===== src/core/frps_pkg.sv =====
// Package: constants and types for the flash row program sequencer host
package frps_pkg;

    // ******************************************************************
    // Clock and timing
    // ******************************************************************
    localparam int unsigned CLK_MHZ = 40;

    // Interval figures in microseconds; none is given here, plain defaults
    localparam int unsigned NONVOLATILE_SETUP_US = 10;
    localparam int unsigned PROGRAM_SETUP_US     = 5;
    localparam int unsigned BYTE_PROGRAM_US      = 30;
    localparam int unsigned NONVOLATILE_HOLD_US  = 5;
    localparam int unsigned RECOVERY_US          = 1;

    // Least times, so round up (whole microseconds give exact counts)
    localparam int unsigned NVS_CYC  = NONVOLATILE_SETUP_US * CLK_MHZ;
    localparam int unsigned PGS_CYC  = PROGRAM_SETUP_US * CLK_MHZ;
    localparam int unsigned PROG_CYC = BYTE_PROGRAM_US * CLK_MHZ;
    localparam int unsigned NVH_CYC  = NONVOLATILE_HOLD_US * CLK_MHZ;
    localparam int unsigned RCV_CYC  = RECOVERY_US * CLK_MHZ;

    localparam int unsigned CNT_W = 12;

    // ******************************************************************
    // Device map
    // ******************************************************************
    localparam logic [15:0] ARRAY_CONTROL_REG_ADDR = 16'hfe08;
    localparam logic [15:0] BLOCK_PROTECT_REG_ADDR = 16'hff7e;
    localparam logic [15:0] ARRAY_LO_ADDR          = 16'h0450;
    localparam logic [15:0] ARRAY_HI_ADDR          = 16'h7fff;
    localparam logic [15:0] ROW_BASE_MASK          = 16'hffc0;
    localparam logic [15:0] PROTECT_BIT15          = 16'h8000;

    localparam int unsigned ROW_BYTES = 64;
    localparam int unsigned ROW_IDX_W = 6;

    // Control register bits
    localparam int unsigned PROGRAM_SELECT_BIT      = 0;
    localparam int unsigned ERASE_SELECT_BIT        = 1;
    localparam int unsigned HIGH_VOLTAGE_ENABLE_BIT = 3;
    localparam logic [7:0]  CTRL_IDLE               = 8'h00;

    // ******************************************************************
    // Types
    // ******************************************************************
    typedef struct packed {
        logic [15:0] addr;
        logic [7:0]  wdata;
        logic        wr;
        logic        rd;
    } frps_bus_t;

    typedef struct packed {
        logic [15:0] row_addr;
        logic [5:0]  count_m1;
    } frps_cmd_t;

    typedef enum logic [1:0] {
        FRPS_OK,
        FRPS_ERR_PROTECT,
        FRPS_ERR_RANGE,
        FRPS_ERR_SUSPEND
    } frps_status_t;

endpackage


===== src/core/frps_wait_timer.sv =====
// Wait timer: counts a loaded number of cycles and flags the end
`timescale 1ns/1ps
module frps_wait_timer
(
    // Clock and reset
    input  wire logic                      i_core_clk,
    input  wire logic                      i_rst,
    // Control
    input  wire logic                      i_load,
    input  wire logic [frps_pkg::CNT_W-1:0] i_cycles,
    // Status
    output logic                           o_done
);

    logic [frps_pkg::CNT_W-1:0] cnt_ff;
    logic [frps_pkg::CNT_W-1:0] nxt_cnt;
    logic                       done_ff;
    logic                       nxt_done;

    always_comb
    begin
        nxt_cnt  = cnt_ff;
        nxt_done = 1'b0;
        if (i_load)
        begin
            nxt_cnt = i_cycles;
        end
        else if (cnt_ff != '0)
        begin
            nxt_cnt  = cnt_ff - 1'b1;
            nxt_done = (cnt_ff == {{(frps_pkg::CNT_W-1){1'b0}}, 1'b1});
        end
    end

    always_ff @(posedge i_core_clk)
    begin
        if (i_rst)
        begin
            cnt_ff  <= '0;
            done_ff <= 1'b0;
        end
        else
        begin
            cnt_ff  <= nxt_cnt;
            done_ff <= nxt_done;
        end
    end

    assign o_done = done_ff;

endmodule


===== src/core/frps_host.sv =====
// Host sequencer that programs one flash row through the device's bus
`timescale 1ns/1ps
module frps_host
(
    // Clock and reset
    input  wire logic                   i_core_clk,
    input  wire logic                   i_rst,
    // User command
    input  wire logic                   i_start,
    input  wire frps_pkg::frps_cmd_t    i_cmd,
    input  wire logic [7:0]             i_data,
    output logic                        o_data_req,
    output logic                        o_busy,
    output logic                        o_done,
    output frps_pkg::frps_status_t      o_status,
    // Core low power request, from another domain
    input  wire logic                   i_halt_req,
    // Device bus
    output frps_pkg::frps_bus_t         o_bus,
    input  wire logic [7:0]             i_bus_rdata
);
    typedef enum {
        S_IDLE, S_SET_PGM, S_RD_BPR, S_CHECK, S_SEL_ROW, S_WAIT_NVS, S_SET_HV, S_WAIT_PGS,
        S_REQ, S_WR_BYTE, S_WAIT_PROG, S_CLR_PGM, S_WAIT_NVH, S_CLR_HV, S_WAIT_RCV
    } frps_state_t;
    // ******************************************************************
    // Helpers
    // ******************************************************************
    function automatic logic [7:0] ctrl_val(input logic program_select, input logic hv);
        logic [7:0] v;
        v = frps_pkg::CTRL_IDLE;
        v[frps_pkg::PROGRAM_SELECT_BIT]      = program_select;
        v[frps_pkg::HIGH_VOLTAGE_ENABLE_BIT] = hv;
        return v;
    endfunction

    function automatic logic in_array(input logic [15:0] a);
        return (a >= frps_pkg::ARRAY_LO_ADDR) && (a <= frps_pkg::ARRAY_HI_ADDR);
    endfunction
    // ******************************************************************
    // Halt request synchroniser
    // ******************************************************************
    logic halt_meta_ff;
    logic halt_ff;

    always_ff @(posedge i_core_clk)
    begin
        if (i_rst)
        begin
            halt_meta_ff <= 1'b0;
            halt_ff      <= 1'b0;
        end
        else
        begin
            halt_meta_ff <= i_halt_req;
            halt_ff      <= halt_meta_ff;
        end
    end
    // ******************************************************************
    // Sequencer
    // ******************************************************************
    frps_state_t            state_ff,  nxt_state;
    frps_pkg::frps_bus_t    bus_ff,    nxt_bus;
    frps_pkg::frps_status_t status_ff, nxt_status;
    logic [15:0]            row_ff,    nxt_row;
    logic [5:0]             idx_ff,    nxt_idx;
    logic [5:0]             last_ff,   nxt_last;
    logic                   hv_ff,     nxt_hv;
    logic                   req_ff,    nxt_req;
    logic                   busy_ff,   nxt_busy;
    logic                   done_ff,   nxt_done;
    logic                   tmr_load;
    logic [frps_pkg::CNT_W-1:0] tmr_cyc;
    logic                   tmr_done;
    logic [15:0]            prot_start;
    logic [15:0]            row_end;
    frps_wait_timer u_timer
    (
        .i_core_clk (i_core_clk), .i_rst (i_rst), .i_load (tmr_load), .i_cycles (tmr_cyc),
        .o_done     (tmr_done)
    );

    always_comb
    begin
        nxt_state  = state_ff;
        nxt_bus    = bus_ff;
        nxt_status = status_ff;
        nxt_row    = row_ff;
        nxt_idx    = idx_ff;
        nxt_last   = last_ff;
        nxt_hv     = hv_ff;
        nxt_req    = 1'b0;
        nxt_busy   = busy_ff;
        nxt_done   = 1'b0;
        tmr_load   = 1'b0;
        tmr_cyc    = '0;
        nxt_bus.wr = 1'b0;
        nxt_bus.rd = 1'b0;
        prot_start = frps_pkg::PROTECT_BIT15 | {1'b0, i_bus_rdata, 7'h00};
        row_end    = row_ff + 16'(frps_pkg::ROW_BYTES - 1);

        unique case (state_ff)
            S_IDLE:
            begin
                // Row erased beforehand by caller; idle halt leaves array alone
                if (i_start && !halt_ff)
                begin
                    nxt_row    = i_cmd.row_addr & frps_pkg::ROW_BASE_MASK;
                    nxt_last   = i_cmd.count_m1;
                    nxt_idx    = '0;
                    nxt_busy   = 1'b1;
                    nxt_status = frps_pkg::FRPS_OK;
                    nxt_state  = S_SET_PGM;
                end
            end
            S_SET_PGM:
            begin
                // Program select only, never erase
                nxt_bus   = '{frps_pkg::ARRAY_CONTROL_REG_ADDR, ctrl_val(1'b1, 1'b0), 1'b1, 1'b0};
                nxt_state = S_RD_BPR;
            end
            S_RD_BPR:
            begin
                nxt_bus   = '{frps_pkg::BLOCK_PROTECT_REG_ADDR, 8'h00, 1'b0, 1'b1};
                nxt_state = S_CHECK;
            end
            S_CHECK:
            begin
                if (!in_array(row_ff) || !in_array(row_end))
                begin
                    nxt_status = frps_pkg::FRPS_ERR_RANGE;
                    nxt_state  = S_CLR_PGM;
                end
                else
                    nxt_state = S_SEL_ROW;
            end
            S_SEL_ROW:
            begin
                // Protect byte is on the read bus the cycle after the strobe
                if (row_end >= prot_start)
                begin
                    nxt_status = frps_pkg::FRPS_ERR_PROTECT;
                    nxt_state  = S_CLR_PGM;
                end
                else
                begin
                    nxt_bus   = '{row_ff, 8'h00, 1'b1, 1'b0};
                    tmr_load  = 1'b1;
                    tmr_cyc   = frps_pkg::CNT_W'(frps_pkg::NVS_CYC);
                    nxt_state = S_WAIT_NVS;
                end
            end
            S_WAIT_NVS:
                if (tmr_done)
                    nxt_state = S_SET_HV;
            S_SET_HV:
            begin
                // Only reached with program select set and protect cleared
                nxt_bus   = '{frps_pkg::ARRAY_CONTROL_REG_ADDR, ctrl_val(1'b1, 1'b1), 1'b1, 1'b0};
                nxt_hv    = 1'b1;
                tmr_load  = 1'b1;
                tmr_cyc   = frps_pkg::CNT_W'(frps_pkg::PGS_CYC);
                nxt_state = S_WAIT_PGS;
            end
            S_WAIT_PGS:
            begin
                if (tmr_done)
                begin
                    nxt_req   = 1'b1;
                    nxt_state = S_REQ;
                end
            end
            S_REQ:
                // User data must be valid in the cycle after the request
                nxt_state = S_WR_BYTE;
            S_WR_BYTE:
            begin
                // Address stays inside the selected row
                nxt_bus   = '{row_ff | {10'h000, idx_ff}, i_data, 1'b1, 1'b0};
                tmr_load  = 1'b1;
                tmr_cyc   = frps_pkg::CNT_W'(frps_pkg::PROG_CYC);
                nxt_state = S_WAIT_PROG;
            end
            S_WAIT_PROG:
            begin
                // Byte interval waited exactly, keeping spacing bounded
                if (tmr_done)
                begin
                    if (idx_ff == last_ff)
                        nxt_state = S_CLR_PGM;
                    else
                    begin
                        nxt_idx   = idx_ff + 6'h01;
                        nxt_req   = 1'b1;
                        nxt_state = S_REQ;
                    end
                end
            end
            S_CLR_PGM:
            begin
                nxt_bus   = '{frps_pkg::ARRAY_CONTROL_REG_ADDR, ctrl_val(1'b0, hv_ff), 1'b1, 1'b0};
                tmr_load  = 1'b1;
                tmr_cyc   = frps_pkg::CNT_W'(frps_pkg::NVH_CYC);
                nxt_state = S_WAIT_NVH;
            end
            S_WAIT_NVH:
                if (tmr_done)
                    nxt_state = S_CLR_HV;
            S_CLR_HV:
            begin
                nxt_bus   = '{frps_pkg::ARRAY_CONTROL_REG_ADDR, frps_pkg::CTRL_IDLE, 1'b1, 1'b0};
                nxt_hv    = 1'b0;
                tmr_load  = 1'b1;
                tmr_cyc   = frps_pkg::CNT_W'(frps_pkg::RCV_CYC);
                nxt_state = S_WAIT_RCV;
            end
            S_WAIT_RCV:
            begin
                if (tmr_done)
                begin
                    nxt_busy  = 1'b0;
                    nxt_done  = 1'b1;
                    nxt_state = S_IDLE;
                end
            end
        endcase

        // Halt mid-sequence suspends the device; unwind cleanly
        if (halt_ff && busy_ff && state_ff != S_CLR_PGM && state_ff != S_WAIT_NVH &&
            state_ff != S_CLR_HV && state_ff != S_WAIT_RCV)
        begin
            nxt_status = frps_pkg::FRPS_ERR_SUSPEND;
            nxt_req    = 1'b0;
            nxt_hv     = hv_ff;
            nxt_bus.wr = 1'b0;
            nxt_bus.rd = 1'b0;
            nxt_state  = S_CLR_PGM;
        end
    end

    always_ff @(posedge i_core_clk)
    begin
        if (i_rst)
        begin
            state_ff  <= S_IDLE;
            bus_ff    <= '0;
            status_ff <= frps_pkg::FRPS_OK;
            row_ff    <= '0;
            idx_ff    <= '0;
            last_ff   <= '0;
            hv_ff     <= 1'b0;
            req_ff    <= 1'b0;
            busy_ff   <= 1'b0;
            done_ff   <= 1'b0;
        end
        else
        begin
            state_ff  <= nxt_state;
            bus_ff    <= nxt_bus;
            status_ff <= nxt_status;
            row_ff    <= nxt_row;
            idx_ff    <= nxt_idx;
            last_ff   <= nxt_last;
            hv_ff     <= nxt_hv;
            req_ff    <= nxt_req;
            busy_ff   <= nxt_busy;
            done_ff   <= nxt_done;
        end
    end
    assign o_bus      = bus_ff;
    assign o_status   = status_ff;
    assign o_data_req = req_ff;
    assign o_busy     = busy_ff;
    assign o_done     = done_ff;

endmodule


===== config.mk =====
export PLATFORM = sky130hd
export DESIGN_NAME = frps_host
export DESIGN_NICKNAME = d
export VERILOG_FILES = /design/src/core/frps_pkg.sv /design/src/core/frps_wait_timer.sv /design/src/core/frps_host.sv
export SDC_FILE = /design/constraint.sdc
export NUM_CORES = 1
export LEC_CHECK = 0
export ABC_AREA = 1
export ABC_CLOCK_PERIOD_IN_PS = 1800
export BUFFER_PORTS_ARGS = -buffer_cell sky130_fd_sc_hd__buf_2
export CAP_MARGIN = 10
export CORE_ASPECT_RATIO = 0.8
export CORE_MARGIN = 1
export CORE_UTILIZATION = 55
export DETAILED_ROUTE_END_ITERATION = 8
export GPL_ROUTABILITY_DRIVEN = 0
export GPL_TIMING_DRIVEN = 0
export PLACE_DENSITY_LB_ADDON = 0.15
export RECOVER_POWER = 25
export SLEW_MARGIN = 25
export SYNTH_ARGS = -nofsm -noshare
export SYNTH_HDL_FRONTEND = slang
export SYNTH_SLANG_ARGS = --single-unit
export TNS_END_PERCENT = 50

===== constraint.sdc =====
create_clock -name i_core_clk -period 1.8 [get_ports i_core_clk]
set_input_delay 0.27 -clock i_core_clk [delete_from_list [all_inputs] [get_ports i_core_clk]]
set_output_delay 0.27 -clock i_core_clk [all_outputs]
set_load 0.01 [all_outputs]

==> qor.txt <==
status -> finished, final reports clean
hold crit path type -> primary input to flop
critical path type -> flop to flop
Async SR Flop Fraction -> 0
Synth Area in Compound Gates -> 0.114
share of cells above drive strength 1 -> 0.201
CP arrival -> 2050 ps
Max Transition Viols Final -> 0
DR vias/cell -> 5.19
DP HPWL -> 6990 µm
largest net degree at the start of global routing -> 13
Critical Path Max Stage Delay -> 370 ps
Slew @ Worst Pin -> 602 ps
Synth area leader -> dfxtp_1
# DRC -> 0
Post-synth EDFFs -> 0
Port-buffer cells -> 66
io pins -> 73
H-Tree Depth -> 3
worst setup margin -> 47.3 ps
cell count after placement -> 722
Post-Synth XOR/XNOR Area -> 0.0189
Cell Area, Synth -> 3700 µm²
Wirelength per Cell -> 13.4 µm
Adder-Cell Fraction of Synth Area -> 0.0338
Clk pin slew, worst setup/hold paths -> 80 ps
post-route insts no fill -> 747
n_diodes -> 0
Rows -> 26
CP Capture Type -> flop
Worst Skew -> 11.7 ps
antenna-violating nets left -> 0
Post-layout nets -> 710
PD cells -> 1650 nW/µm²
Max Cap Viol -> 0
RR Startpoint -> row_ff[14]$_SDFFE_PP0P_
fmax -> 0.571 GHz
hold path cells -> 3
post-layout min period -> 1750 ps
Setup crit start kind -> flop
required time worst endpoint -> 2090 ps
die area -> 7070 µm²
Warnings, synthesis -> 0
hold_sp -> i_halt_req
leak pwr -> 2.21 nW
Max transition margin -> 0.599
Synth Area in Simple Gates -> 0.330
post-synthesis cell count -> 572
Die Span X -> 93.7 µm
Max Buffers Root-to-Sink -> 2
share of the clock period used by the worst path -> 0.974
commonest cells after routing, fill and taps aside -> nand2_1, nor2_1, inv_1
syn_area_per_cell -> 6.47 µm²
Worst-Skew Late Latency -> 360 ps
drt pass-1 iters -> 5
Worst Setup SP -> row_ff[14]$_SDFFE_PP0P_
Net Count, Synth -> 624
hold_buf cts -> 0
RSZ-0062 raised after global routing -> yes
Worst VDD drop -> 881 µV
Synth cell types -> 29
cell mode on critical path -> nand3_1
Area Overhead vs Synth -> 24.2%
grt total ovfl -> 0
total detailed-routing wirelength -> 10000 µm
Yosys top cell area share -> 0.395
CTS tree -> done
crit path max fanout -> 8
commonest non-fill, non-tap cell in the layout -> nand2_1
via count -> 3875
slowest CP cell -> dfxtp_2
Final setup violation count -> 0
Yosys reg bits -> 73
first-pass GRT wire length -> 15000 µm
Initial Util -> 0.575
TritonCTS Buffers -> 9
post-synthesis mux area share -> 0
largest family of logic cells by synthesized area -> simple AND/OR/NAND/NOR gates
CTS sink count -> 73
core area -> 6440 µm²
commonest register cell after synthesis -> dfxtp_1
vias in the first global route -> 3355
initial DRC count -> 213
worst path cell trace -> ha_4 -> nand3_1 -> nor2_1 -> nor2_2 -> nand4_1 -> buf_6 -> buf_4 -> nand3_1 -> nand2_1 -> a21oi_2
register area share after synthesis -> 0.395
Die Ht -> 75.4 µm
flop-to-flop setup slack -> 50 ps
dominant cells by area after synthesis -> dfxtp_1, nand2_1, nor2_1
Overall Global Routing Usage -> 0.278
final hold viol count -> 0
R2R cell count -> 10
Root Buffer Master -> clkbuf_8
initial antenna violation count -> 0
pre-CTS setup slack -> -164 ps
-- layer usage --
| layer | vias to the layer above | global-route usage | part of all wire |
|---|---|---|---|
| li1 | 1966 | - | - |
| met1 | 1766 | 0.355 | 0.45 |
| met2 | 129 | 0.481 | 0.47 |
| met3 | 14 | 0.0459 | 0.061 |
| met4 | 0 | 0.104 | 0.014 |
| met5 | - | 0 | 0 |
-- per-stage QoR --
step | power (mW) | hold WS, ps | setup TNS, ps | utilization | instance area (µm²)
after floorplan | 4.91 | 377 | 0 | - | 3700
after global placement | 5.72 | 392 | -1110 | 0.642 | 4140
after detailed placement | 5.82 | 402 | -3200 | 0.642 | 4140
after CTS | 7.19 | 104 | 0 | 0.680 | 4380
after global routing | 8.17 | 121 | -114 | 0.714 | 4600
final | 7.60 | 108 | 0 | 0.714 | 4600
-- cells in the mapped netlist (2+ instances only) --
cell type,count
a21oi_1,49
buf_6,2
clkbuf_1,10
dfxtp_1,73
ha_1,10
inv_1,80
inv_2,9
nand2_1,147
nand2_2,3
nand3_1,29
nand4_1,6
nor2_1,92
nor2_2,3
nor3_1,12
o21ai_0,27
xnor2_1,3
xor2_1,5
-- where the power goes --
| group | total (mW) | internal [mW] | switching, mW |
|---|---|---|---|
| Sequential | 2.43 | 2.09 | 0.344 |
| Combinational | 3.87 | 1.43 | 2.44 |
| Clock | 1.30 | 0.673 | 0.625 |
-- flip-flops by register name (all words and copies together), names as in the netlist, 2 cells and up --
| name | flops |
|---|---|
| u_timer.cnt_ff | 12 |
| o_bus | 26 |
| state_ff | 4 |
| last_ff | 6 |
| idx_ff | 6 |
| row_ff | 10 |
| o_status | 2 |
-- what timing repair did --
action                                 CTS  global route
endpoints found under the hold margin    0             0
buffers inserted                         0             9
cloned                                   0             0
pin swaps                                1             9
setup endpoints to repair               34            61
gates resized for setup                 16            47
-- final timing paths --
kind / to
setup reg to reg: o_status[0]$_SDFFE_PP0P_
setup / recovery: o_status[0]$_SDFFE_PP0P_
hold / removal: halt_meta_ff$_SDFF_PP0_
hold reg to reg: halt_ff$_SDFF_PP0_
-- final cells by class --
class	count	area [µm²]
clock buffers	11	141
flip-flops and latches	73	1470
plain buffers	14	86.3
repair buffers	75	369
fillers	529	1840
multi-input cells	396	2030
clock inverters	5	55.1
well taps	84	105
inverters	89	339
-- worst max-delay path, delay by kind of cell, from the launching register on --
kind	cells	cell delay, ps
compound gates	1	120
fa+ha+maj	1	210
buf+inv	2	340
flops	1	370
simple gates	6	640
-- logic make-up (layout without fill, tap and decap cells) --
family                     Yosys count  count (layout)
buffers and inverters              103             194
AOI/OAI and AO/OA                   81              81
adders and majority gates           10              10
xor gates and xnor gates             8               8
and+or+nand+nor                    297             297
DFF                                 73              73
No activity file was read; power rests on OpenSTA's default activity.
